## src/adc_mon_pkg.sv

```systemverilog
// Constants, types and register map of the conversion-result monitor
// Contract
// - Comparator uses absolute value of threshold
// - Exceed count reaching limit sets flag, interrupt
// - Exceed counter register reports exceedances so far
// - Accumulator is read only; writes ignored
// - Accumulator updates at most two clocks before result
// - Accumulator overflow wraps silently, no flag
// - Result count limit can restart the accumulator
// - Accumulate signed or unipolar per coding select
// - Accumulator cleared when disabled or ADC reconfigured
// - Accumulator holds running sum, result format
// - Read/write accumulator threshold in result format
// - Optional interrupt only after result count limit
// - Result counter reports completed conversions
package adc_mon_pkg;
   localparam int DATA_W = 32;
   localparam int ADDR_W = 32;
   localparam int THC_W = 8;
   localparam int RCL_W = 16;
   localparam int STAT_W = 6;
   localparam int CFG_W = 6;
   localparam int BE_W = 4;

   localparam logic [ADDR_W-1:0] OFF_RCL = 32'h40030048;
   localparam logic [ADDR_W-1:0] OFF_RCV = 32'h4003004c;
   localparam logic [ADDR_W-1:0] OFF_TH = 32'h40030050;
   localparam logic [ADDR_W-1:0] OFF_THC = 32'h40030054;
   localparam logic [ADDR_W-1:0] OFF_THV = 32'h40030058;
   localparam logic [ADDR_W-1:0] OFF_ACC = 32'h4003005c;
   localparam logic [ADDR_W-1:0] OFF_ATH = 32'h40030060;
   localparam logic [ADDR_W-1:0] OFF_DAT = 32'h40030064;
   localparam logic [ADDR_W-1:0] OFF_STAT = 32'h40030070;
   localparam logic [ADDR_W-1:0] OFF_MASK = 32'h40030074;
   localparam logic [ADDR_W-1:0] OFF_CFG = 32'h40030078;

   localparam int CFG_RC_IRQ_BIT = 0;
   localparam int CFG_ACC_RESTART_BIT = 1;
   localparam int CFG_CODING_BIT = 2;
   localparam int CFG_ACC_EN_BIT = 5;

   localparam int STAT_RC_BIT = 0;
   localparam int STAT_THEX_BIT = 4;
   localparam int STAT_ACC_BIT = 5;

   localparam logic [DATA_W-1:0] TH_RST = 32'h00000000;
   localparam logic [THC_W-1:0] THC_RST = 8'h01;
   localparam logic [RCL_W-1:0] RCL_RST = 16'h0001;
   localparam logic [DATA_W-1:0] ATH_RST = 32'h00000000;
   localparam logic [DATA_W-1:0] ACC_RST = 32'h00000000;
   localparam logic [DATA_W-1:0] DAT_RST = 32'h00000000;
   localparam logic [CFG_W-1:0] CFG_RST = 6'h00;
   localparam logic [STAT_W-1:0] MASK_RST = 6'h00;
   localparam logic [STAT_W-1:0] STAT_RST = 6'h00;
   localparam logic [DATA_W-1:0] RD_UNMAPPED = 32'h00000000;

   typedef struct packed {
      logic valid;
      logic [DATA_W-1:0] data;
   } conv_t;
endpackage : adc_mon_pkg

```

## src/limit_counter.sv

```systemverilog
// Event counter that restarts at zero when it reaches a programmed limit
`timescale 1ns/1ns
module limit_counter #(
   parameter int W = 8
) (
   input wire logic i_clk,
   input wire logic i_resetn,
   input wire logic i_clear,
   input wire logic i_inc,
   input wire logic [W-1:0] i_limit,
   output logic [W-1:0] o_count,
   output logic o_hit
);
   logic [W-1:0] count_r;
   logic [W-1:0] count_nxt;

   assign count_nxt = W'(count_r + 1'b1);
   // A limit of zero behaves as one: every event hits
   assign o_hit = i_inc & (count_nxt >= i_limit);
   assign o_count = count_r;

   always_ff @(posedge i_clk or negedge i_resetn) begin
      if (!i_resetn) begin
         count_r <= '0;
      end else if (i_clear) begin
         count_r <= '0;
      end else if (o_hit) begin
         count_r <= '0;
      end else if (i_inc) begin
         count_r <= count_nxt;
      end
   end
endmodule : limit_counter

```

## src/adc_threshold_accumulator.sv

```systemverilog
// Threshold comparator, counters and accumulator on the conversion results
`timescale 1ns/1ns
module adc_threshold_accumulator (
   input wire logic i_clk,
   input wire logic i_resetn,
   input wire logic [adc_mon_pkg::ADDR_W-1:0] i_avs_address,
   input wire logic i_avs_read,
   input wire logic i_avs_write,
   input wire logic [adc_mon_pkg::DATA_W-1:0] i_avs_writedata,
   input wire logic [adc_mon_pkg::BE_W-1:0] i_avs_byteenable,
   output logic [adc_mon_pkg::DATA_W-1:0] o_avs_readdata,
   output logic o_avs_waitrequest,
   input wire adc_mon_pkg::conv_t i_conv,
   input wire logic i_adc_reconfig,
   output logic o_irq
);
   import adc_mon_pkg::*;

   logic ack_r;
   logic req;
   logic wr_en;
   logic [DATA_W-1:0] readdata_r;
   logic [DATA_W-1:0] rd_mux;
   logic rd_take;
   logic wr_th;
   logic wr_thc;
   logic wr_ath;
   logic wr_rcl;
   logic wr_cfg;
   logic wr_mask;
   logic wr_stat;

   logic [DATA_W-1:0] abs_compare_threshold_r;
   logic [THC_W-1:0] exceed_count_limit_r;
   logic [DATA_W-1:0] accumulator_threshold_r;
   logic [RCL_W-1:0] result_count_limit_r;
   logic [CFG_W-1:0] converter_config_r;
   logic [STAT_W-1:0] converter_irq_mask_r;
   logic [STAT_W-1:0] converter_status_r;
   logic [STAT_W-1:0] status_nxt;
   logic [STAT_W-1:0] status_clr;
   logic [STAT_W-1:0] status_set;
   logic [DATA_W-1:0] result_accumulator_r;
   logic [DATA_W-1:0] acc_nxt;
   logic [DATA_W-1:0] conversion_result_r;
   logic restart_r;

   logic [THC_W-1:0] exceed_count_value;
   logic [RCL_W-1:0] result_count_value;
   logic exceed_hit;
   logic rc_hit;
   logic exceeded;
   logic acc_over;
   logic acc_en;
   logic coding_signed;
   logic acc_clear;
   logic restart_en;
   logic rc_irq_mode;
   logic [DATA_W-1:0] abs_th;
   logic [DATA_W-1:0] res_mag;

   // Byte-lane merge of a write into a stored word
   function automatic logic [DATA_W-1:0] be_merge(
      input logic [DATA_W-1:0] old,
      input logic [DATA_W-1:0] wd,
      input logic [BE_W-1:0] be
   );
      logic [DATA_W-1:0] res;
      res = old;
      for (int i = 0; i < BE_W; i++) begin
         if (be[i]) begin
            res[8*i +: 8] = wd[8*i +: 8];
         end
      end
      return res;
   endfunction : be_merge

   // Magnitude of a value, treating it as signed only when asked
   function automatic logic [DATA_W-1:0] magnitude(
      input logic [DATA_W-1:0] v,
      input logic sgn
   );
      logic [DATA_W-1:0] res;
      res = v;
      if (sgn && v[DATA_W-1]) begin
         res = DATA_W'(~v + 1'b1);
      end
      return res;
   endfunction : magnitude

   // Bus slave: one wait cycle, then the answer; read data is sampled in
   // the wait cycle so it cannot change while the master holds the request
   assign req = i_avs_read | i_avs_write;
   assign o_avs_waitrequest = req & ~ack_r;
   assign wr_en = i_avs_write & ack_r;
   assign o_avs_readdata = readdata_r;
   assign rd_take = i_avs_read & ~ack_r;

   // One strobe per writable offset; read-only offsets have none
   assign wr_th = wr_en & (i_avs_address == OFF_TH);
   assign wr_thc = wr_en & (i_avs_address == OFF_THC);
   assign wr_ath = wr_en & (i_avs_address == OFF_ATH);
   assign wr_rcl = wr_en & (i_avs_address == OFF_RCL);
   assign wr_cfg = wr_en & (i_avs_address == OFF_CFG);
   assign wr_mask = wr_en & (i_avs_address == OFF_MASK);
   assign wr_stat = wr_en & (i_avs_address == OFF_STAT);

   always_ff @(posedge i_clk or negedge i_resetn) begin
      if (!i_resetn) begin
         ack_r <= 1'b0;
      end else if (ack_r) begin
         ack_r <= 1'b0;
      end else if (req) begin
         ack_r <= 1'b1;
      end
   end

   always_comb begin
      case (i_avs_address)
         OFF_RCL: rd_mux = DATA_W'(result_count_limit_r);
         OFF_RCV: rd_mux = DATA_W'(result_count_value);
         OFF_TH: rd_mux = abs_compare_threshold_r;
         OFF_THC: rd_mux = DATA_W'(exceed_count_limit_r);
         OFF_THV: rd_mux = DATA_W'(exceed_count_value);
         OFF_ACC: rd_mux = result_accumulator_r;
         OFF_ATH: rd_mux = accumulator_threshold_r;
         OFF_DAT: rd_mux = conversion_result_r;
         OFF_STAT: rd_mux = DATA_W'(converter_status_r);
         OFF_MASK: rd_mux = DATA_W'(converter_irq_mask_r);
         OFF_CFG: rd_mux = DATA_W'(converter_config_r);
         default: rd_mux = RD_UNMAPPED;
      endcase
   end

   always_ff @(posedge i_clk or negedge i_resetn) begin
      if (!i_resetn) begin
         readdata_r <= RD_UNMAPPED;
      end else if (rd_take) begin
         readdata_r <= rd_mux;
      end
   end

   // Writable registers; the accumulator offset has no write path
   always_ff @(posedge i_clk or negedge i_resetn) begin
      if (!i_resetn) begin
         abs_compare_threshold_r <= TH_RST;
      end else if (wr_th) begin
         abs_compare_threshold_r <= be_merge(abs_compare_threshold_r,
            i_avs_writedata, i_avs_byteenable);
      end
   end

   always_ff @(posedge i_clk or negedge i_resetn) begin
      if (!i_resetn) begin
         exceed_count_limit_r <= THC_RST;
      end else if (wr_thc) begin
         exceed_count_limit_r <= THC_W'(be_merge(DATA_W'(exceed_count_limit_r),
            i_avs_writedata, i_avs_byteenable));
      end
   end

   always_ff @(posedge i_clk or negedge i_resetn) begin
      if (!i_resetn) begin
         accumulator_threshold_r <= ATH_RST;
      end else if (wr_ath) begin
         accumulator_threshold_r <= be_merge(accumulator_threshold_r,
            i_avs_writedata, i_avs_byteenable);
      end
   end

   always_ff @(posedge i_clk or negedge i_resetn) begin
      if (!i_resetn) begin
         result_count_limit_r <= RCL_RST;
      end else if (wr_rcl) begin
         result_count_limit_r <= RCL_W'(be_merge(DATA_W'(result_count_limit_r),
            i_avs_writedata, i_avs_byteenable));
      end
   end

   always_ff @(posedge i_clk or negedge i_resetn) begin
      if (!i_resetn) begin
         converter_config_r <= CFG_RST;
      end else if (wr_cfg) begin
         converter_config_r <= CFG_W'(be_merge(DATA_W'(converter_config_r),
            i_avs_writedata, i_avs_byteenable));
      end
   end

   always_ff @(posedge i_clk or negedge i_resetn) begin
      if (!i_resetn) begin
         converter_irq_mask_r <= MASK_RST;
      end else if (wr_mask) begin
         converter_irq_mask_r <= STAT_W'(be_merge(
            DATA_W'(converter_irq_mask_r), i_avs_writedata,
            i_avs_byteenable));
      end
   end

   assign acc_en = converter_config_r[CFG_ACC_EN_BIT];
   assign coding_signed = converter_config_r[CFG_CODING_BIT];
   assign restart_en = converter_config_r[CFG_ACC_RESTART_BIT];
   assign rc_irq_mode = converter_config_r[CFG_RC_IRQ_BIT];
   // Disable clears at once; holding it low a whole conversion is on software
   assign acc_clear = i_adc_reconfig | ~acc_en;

   // Threshold comparison on magnitudes
   assign abs_th = magnitude(abs_compare_threshold_r, 1'b1);
   assign res_mag = magnitude(i_conv.data, coding_signed);
   assign exceeded = i_conv.valid & (res_mag > abs_th);

   limit_counter #(
      .W(THC_W)
   ) u_exceed_cnt (
      .i_clk(i_clk),
      .i_resetn(i_resetn),
      .i_clear(i_adc_reconfig),
      .i_inc(exceeded),
      .i_limit(exceed_count_limit_r),
      .o_count(exceed_count_value),
      .o_hit(exceed_hit)
   );

   limit_counter #(
      .W(RCL_W)
   ) u_result_cnt (
      .i_clk(i_clk),
      .i_resetn(i_resetn),
      .i_clear(i_adc_reconfig),
      .i_inc(i_conv.valid),
      .i_limit(result_count_limit_r),
      .o_count(result_count_value),
      .o_hit(rc_hit)
   );

   // Accumulator: plain modular add, no overflow detection
   assign acc_nxt = restart_r ? i_conv.data
      : DATA_W'(result_accumulator_r + i_conv.data);

   always_ff @(posedge i_clk or negedge i_resetn) begin
      if (!i_resetn) begin
         result_accumulator_r <= ACC_RST;
      end else if (acc_clear) begin
         result_accumulator_r <= ACC_RST;
      end else if (i_conv.valid) begin
         result_accumulator_r <= acc_nxt;
      end
   end

   // Restart after the limit sample so software can still read a full sum
   always_ff @(posedge i_clk or negedge i_resetn) begin
      if (!i_resetn) begin
         restart_r <= 1'b0;
      end else if (acc_clear) begin
         restart_r <= 1'b0;
      end else if (rc_hit && restart_en) begin
         restart_r <= 1'b1;
      end else if (i_conv.valid) begin
         restart_r <= 1'b0;
      end
   end

   // Result register loads on the same edge as the accumulator
   always_ff @(posedge i_clk or negedge i_resetn) begin
      if (!i_resetn) begin
         conversion_result_r <= DAT_RST;
      end else if (i_conv.valid) begin
         conversion_result_r <= i_conv.data;
      end
   end

   // Accumulator threshold crossing, compared in the coding format
   always_comb begin
      if (coding_signed) begin
         acc_over = $signed(acc_nxt) > $signed(accumulator_threshold_r);
      end else begin
         acc_over = acc_nxt > accumulator_threshold_r;
      end
   end

   // Sticky status, write one to clear; a new event wins over the clear
   always_comb begin
      status_set = '0;
      status_set[STAT_THEX_BIT] = exceed_hit;
      status_set[STAT_RC_BIT] = rc_irq_mode
         ? rc_hit : i_conv.valid;
      status_set[STAT_ACC_BIT] = i_conv.valid & ~acc_clear & acc_over;
      status_clr = '0;
      if (wr_stat && i_avs_byteenable[0]) begin
         status_clr = i_avs_writedata[STAT_W-1:0];
      end
      status_nxt = (converter_status_r & ~status_clr) | status_set;
   end

   always_ff @(posedge i_clk or negedge i_resetn) begin
      if (!i_resetn) begin
         converter_status_r <= STAT_RST;
      end else begin
         converter_status_r <= status_nxt;
      end
   end

   // Mask bit 5 is the software's to drop when the accumulator is off
   assign o_irq = |(converter_status_r & converter_irq_mask_r);
endmodule : adc_threshold_accumulator

```

## config.mk

```make
export PLATFORM = sky130hd
export DESIGN_NAME = adc_threshold_accumulator
export DESIGN_NICKNAME = d
export VERILOG_FILES = /design/src/adc_mon_pkg.sv /design/src/limit_counter.sv /design/src/adc_threshold_accumulator.sv
export SDC_FILE = /design/constraint.sdc
export NUM_CORES = 1
export LEC_CHECK = 0
export ABC_AREA = 1
export BUFFER_PORTS_ARGS = -buffer_cell sky130_fd_sc_hd__buf_2
export CAP_MARGIN = 20
export CORE_MARGIN = 8
export CORE_UTILIZATION = 60
export CTS_CLUSTER_SIZE = 8
export DETAILED_ROUTE_END_ITERATION = 10
export GPL_ROUTABILITY_DRIVEN = 0
export PLACE_DENSITY_LB_ADDON = 0.12
export SLEW_MARGIN = 20
export SYNTH_ARGS = -nofsm -noshare
export SYNTH_HDL_FRONTEND = slang
export SYNTH_SLANG_ARGS = --single-unit
export TNS_END_PERCENT = 20
```

## constraint.sdc

```tcl
create_clock -name i_clk -period 4.1 [get_ports i_clk]
set_input_delay 0.82 -clock i_clk [delete_from_list [all_inputs] [get_ports i_clk]]
set_output_delay 0.82 -clock i_clk [all_outputs]
set_load 0.02 [all_outputs]
```

==> summary.txt <==
Static leakage power = 10.8 nW
Total gr overflow = 0
Iter 0 DRT Violations = 2142
Clk root buf = clkbuf_16
Status = completed
Sequential share of the synthesized area = 0.319
CTS Sinks = 228
Final Skew = 0.0181 ns
Max rail drop VDD = 0.000287 V
Fmax = 0.273 GHz
GRT Total Usage = 0.310
CP Class = reg -> reg
Rows = 63
Yosys reg bits = 228
PwrDens = 275 nW/µm²
Initial antenna violation count = 0
Adder-cell share of the synthesized area = 0.0871
Yosys cell types = 45
Sw Pwr = 1.43 mW
Vias in the first global route = 17400
Post-synthesis xor/xnor area fraction = 0.0367
Combinational share of power = 0.107
Max-slew headroom at the worst pin = 0.436
Most frequent cells in the layout = 863 x nand2_1, 398 x inv_1, 242 x nor2_1
CP Cell Sequence = inv_1, ha_1, nand3_1, nor2_2, nand4_1, o21ai_2, o21ai_0, nor2_1, xor2_1, ha_1, nand2_1, nor2_1, nand2_1, nor3_1, a21oi_1, nand2_2, nand2_1, nand2_1, nor2_1
Synth Cell Area = 17900 µm²
Clk pin slew, worst setup/hold paths = 0.05 ns
Number of buffers added on ports = 139
WL final = 56.1 mm
Max Cap Viol = 0
Layout cells sized above 1 = 0.104
Die area = 35600 µm²
Mean routed wirelength per cell = 17.4 µm
Yosys warns = 0
Clk network pwr share = 0.468
Simple-Gate Fraction of Synth Area = 0.344
Setup TNS = 0 ns
DRC = 0
WP data arrival = 4.04 ns
First-pass GRT wire length = 90.1 mm
Fin. Hold Viols = 0
Post-synthesis mux area share = 0
Synth Instances = 2688
Pint = 4.03 mW
Die W = 189 µm
RSZ-0062 raised after global routing = no
Post-DP HPWL = 43.9 mm
CP max FO = 10
Worst skew pair latency = 0.51 ns
CP max stage cell = dfrtp_1
Sw Share = 0.261
Cell mode on critical path = nand2_1
1st-pass router iterations = 6
H-tree levels = 2
Final Max Slew Viols = 0
# nets final = 3051
Largest family of logic cells by synthesized area = simple AND/OR/NAND/NOR gates
TritonCTS clock tree = built
R2r setup slk = 0.44 ns
Flop pwr share = 0.425
Area Growth Syn to Fin = 11.0%
Top_reg_cell synth = dfrtp_1
Number of inserted diodes = 0
Crit share post-route = 0.893
Avg Cell Area, Syn = 6.66 µm²
Initial Utilization = 0.607
Drt via density = 5.67
Commonest non-fill, non-tap cell in the layout = nand2_1
Fin util = 0.674
Largest net degree at the start of global routing = 96
Max Buffers Root-to-Sink = 3
Vias after detailed routing = 18300
Total CTS buffers = 34
Final ANT Viol Nets = 0
Synth Area in Compound Gates = 0.107
Hold buffers post-CTS = 0
Setup Buffers After CTS = 0
CP required = 4.48 ns
Crit path largest cell delay = 0.46 ns
EDFF count, synth = 0
Die Y = 189 µm
Crit end category = flip-flop
Worst slew pin tran = 0.844 ns
Core box area = 29500 µm²
Ys async rst share = 1.00
Synth Net Count = 2918
Final min period = 3.66 ns
HP Class = in -> async
# IOs = 140
Setup violations, final = 0
Critical Path Source Type = flip-flop
==> Yosys cell counts (5+ instances only) <==
library cell	n	area [µm²]
nor4_1	11	68.8
buf_2	11	55.1
clkbuf_1	32	120
xor2_1	68	596
inv_2	6	22.5
nand3b_1	8	60.1
dfrtp_1	226	5660
o21ai_0	166	831
nand4_1	42	263
inv_1	399	1500
nand2_1	864	3240
buf_1	5	18.8
buf_6	11	124
nand2_2	7	43.8
xnor2_1	7	61.3
ha_1	123	1540
or2_2	7	43.8
nor3_1	23	115
o21ai_2	41	359
nand3_1	198	991
nand2_4	6	67.6
a21oi_1	79	395
and2_1	16	100
nor2_4	7	78.8
nor2_1	245	920
buf_4	7	52.6
o21ai_1	34	170
o21a_1	7	52.6
==> sequential cells by signal, summed over array words and instances, names as in the netlist <==
register and cells:
ack_r 1, converter_config_r 6, result_accumulator_r 32, conversion_result_r 32, converter_status_r 6, converter_irq_mask_r 6, result_count_limit_r 16, restart_r 1
accumulator_threshold_r 32, o_avs_readdata 32, exceed_count_limit_r 8, abs_compare_threshold_r 32, u_result_cnt.o_count 16, u_exceed_cnt.o_count 8
==> power by group through the flow <==
stage               logic, mW  clock network, mW  registers, mW
floorplan               0.315                  0           2.35
global placement        0.548                  0           2.35
detailed placement      0.569                  0           2.35
CTS                     0.574               2.57           2.32
global route            0.651               2.67           2.32
finish                  0.583               2.56           2.32
==> stage by stage <==
stage	hold WS [ns]	total power, mW	cells	cell area, µm²	worst slack (ns)
final	0.281	5.46	3219	19900	0.439
after global routing	0.333	5.64	3219	19900	0.0855
after CTS	0.328	5.46	3219	19800	0.506
after detailed placement	0.460	2.92	3175	18900	0.0324
after global placement	0.457	2.90	3175	18900	0.0627
after floorplan	0.442	2.66	2688	17900	0.607
==> critical path: cells and delay by family (launching register included) <==
family | cells | cell delay (ns)
AO/OA/AOI/OAI | 3 | 0.62
XOR/XNOR | 1 | 0.11
AND/OR/NAND/NOR | 12 | 1.75
buffers and inverters | 1 | 0.13
adder cells (fa/ha/maj) | 2 | 0.47
flip-flops | 1 | 0.46
==> cell families (layout without fill, tap and decap cells) <==
group                      after synthesis  after routing
buffers and inverters                  473            614
adders and majority gates              124            124
and+or+nand+nor                       1446           1446
xor gates and xnor gates                75             75
DFF                                    228            228
AOI/OAI and AO/OA                      342            342
==> layout make-up <==
| cell class | instances | area [µm²] |
|---|---|---|
| multi-input combinational | 1987 | 10300 |
| tap | 390 | 488 |
| inverter | 407 | 1530 |
| sequential | 228 | 5710 |
| clock buffer | 43 | 926 |
| fill | 2620 | 9620 |
| clock inverter | 1 | 8.76 |
| timing repair buffer | 163 | 898 |
==> routing by layer <==
metal,GRT usage,vias up,wire length (µm)
li1,-,8771,-
met1,0.439,8468,24700
met2,0.468,900,24100
met3,0.0645,119,5760
met4,0.0989,0,1600
met5,0,-,0
==> worst paths after layout <==
kind	start	to	depth (start not counted)
max	abs_compare_threshold_r[0]	u_exceed_cnt.o_count[1]	19
min	i_resetn	abs_compare_threshold_r[2]	1
max reg2reg	abs_compare_threshold_r[0]	u_exceed_cnt.o_count[1]	19
min reg2reg	o_avs_readdata[6]	o_avs_readdata[6]	2
max in group asynchronous	i_resetn	result_accumulator_r[3]	2
min in group i_clk	o_avs_readdata[6]	o_avs_readdata[6]	2
==> timing repair <==
action | in CTS | in global routing
endpoints found under the hold margin | 0 | 0
setup endpoints to repair | 0 | 1
resized for setup | 0 | 2
(Power assumes the default switching activity.)
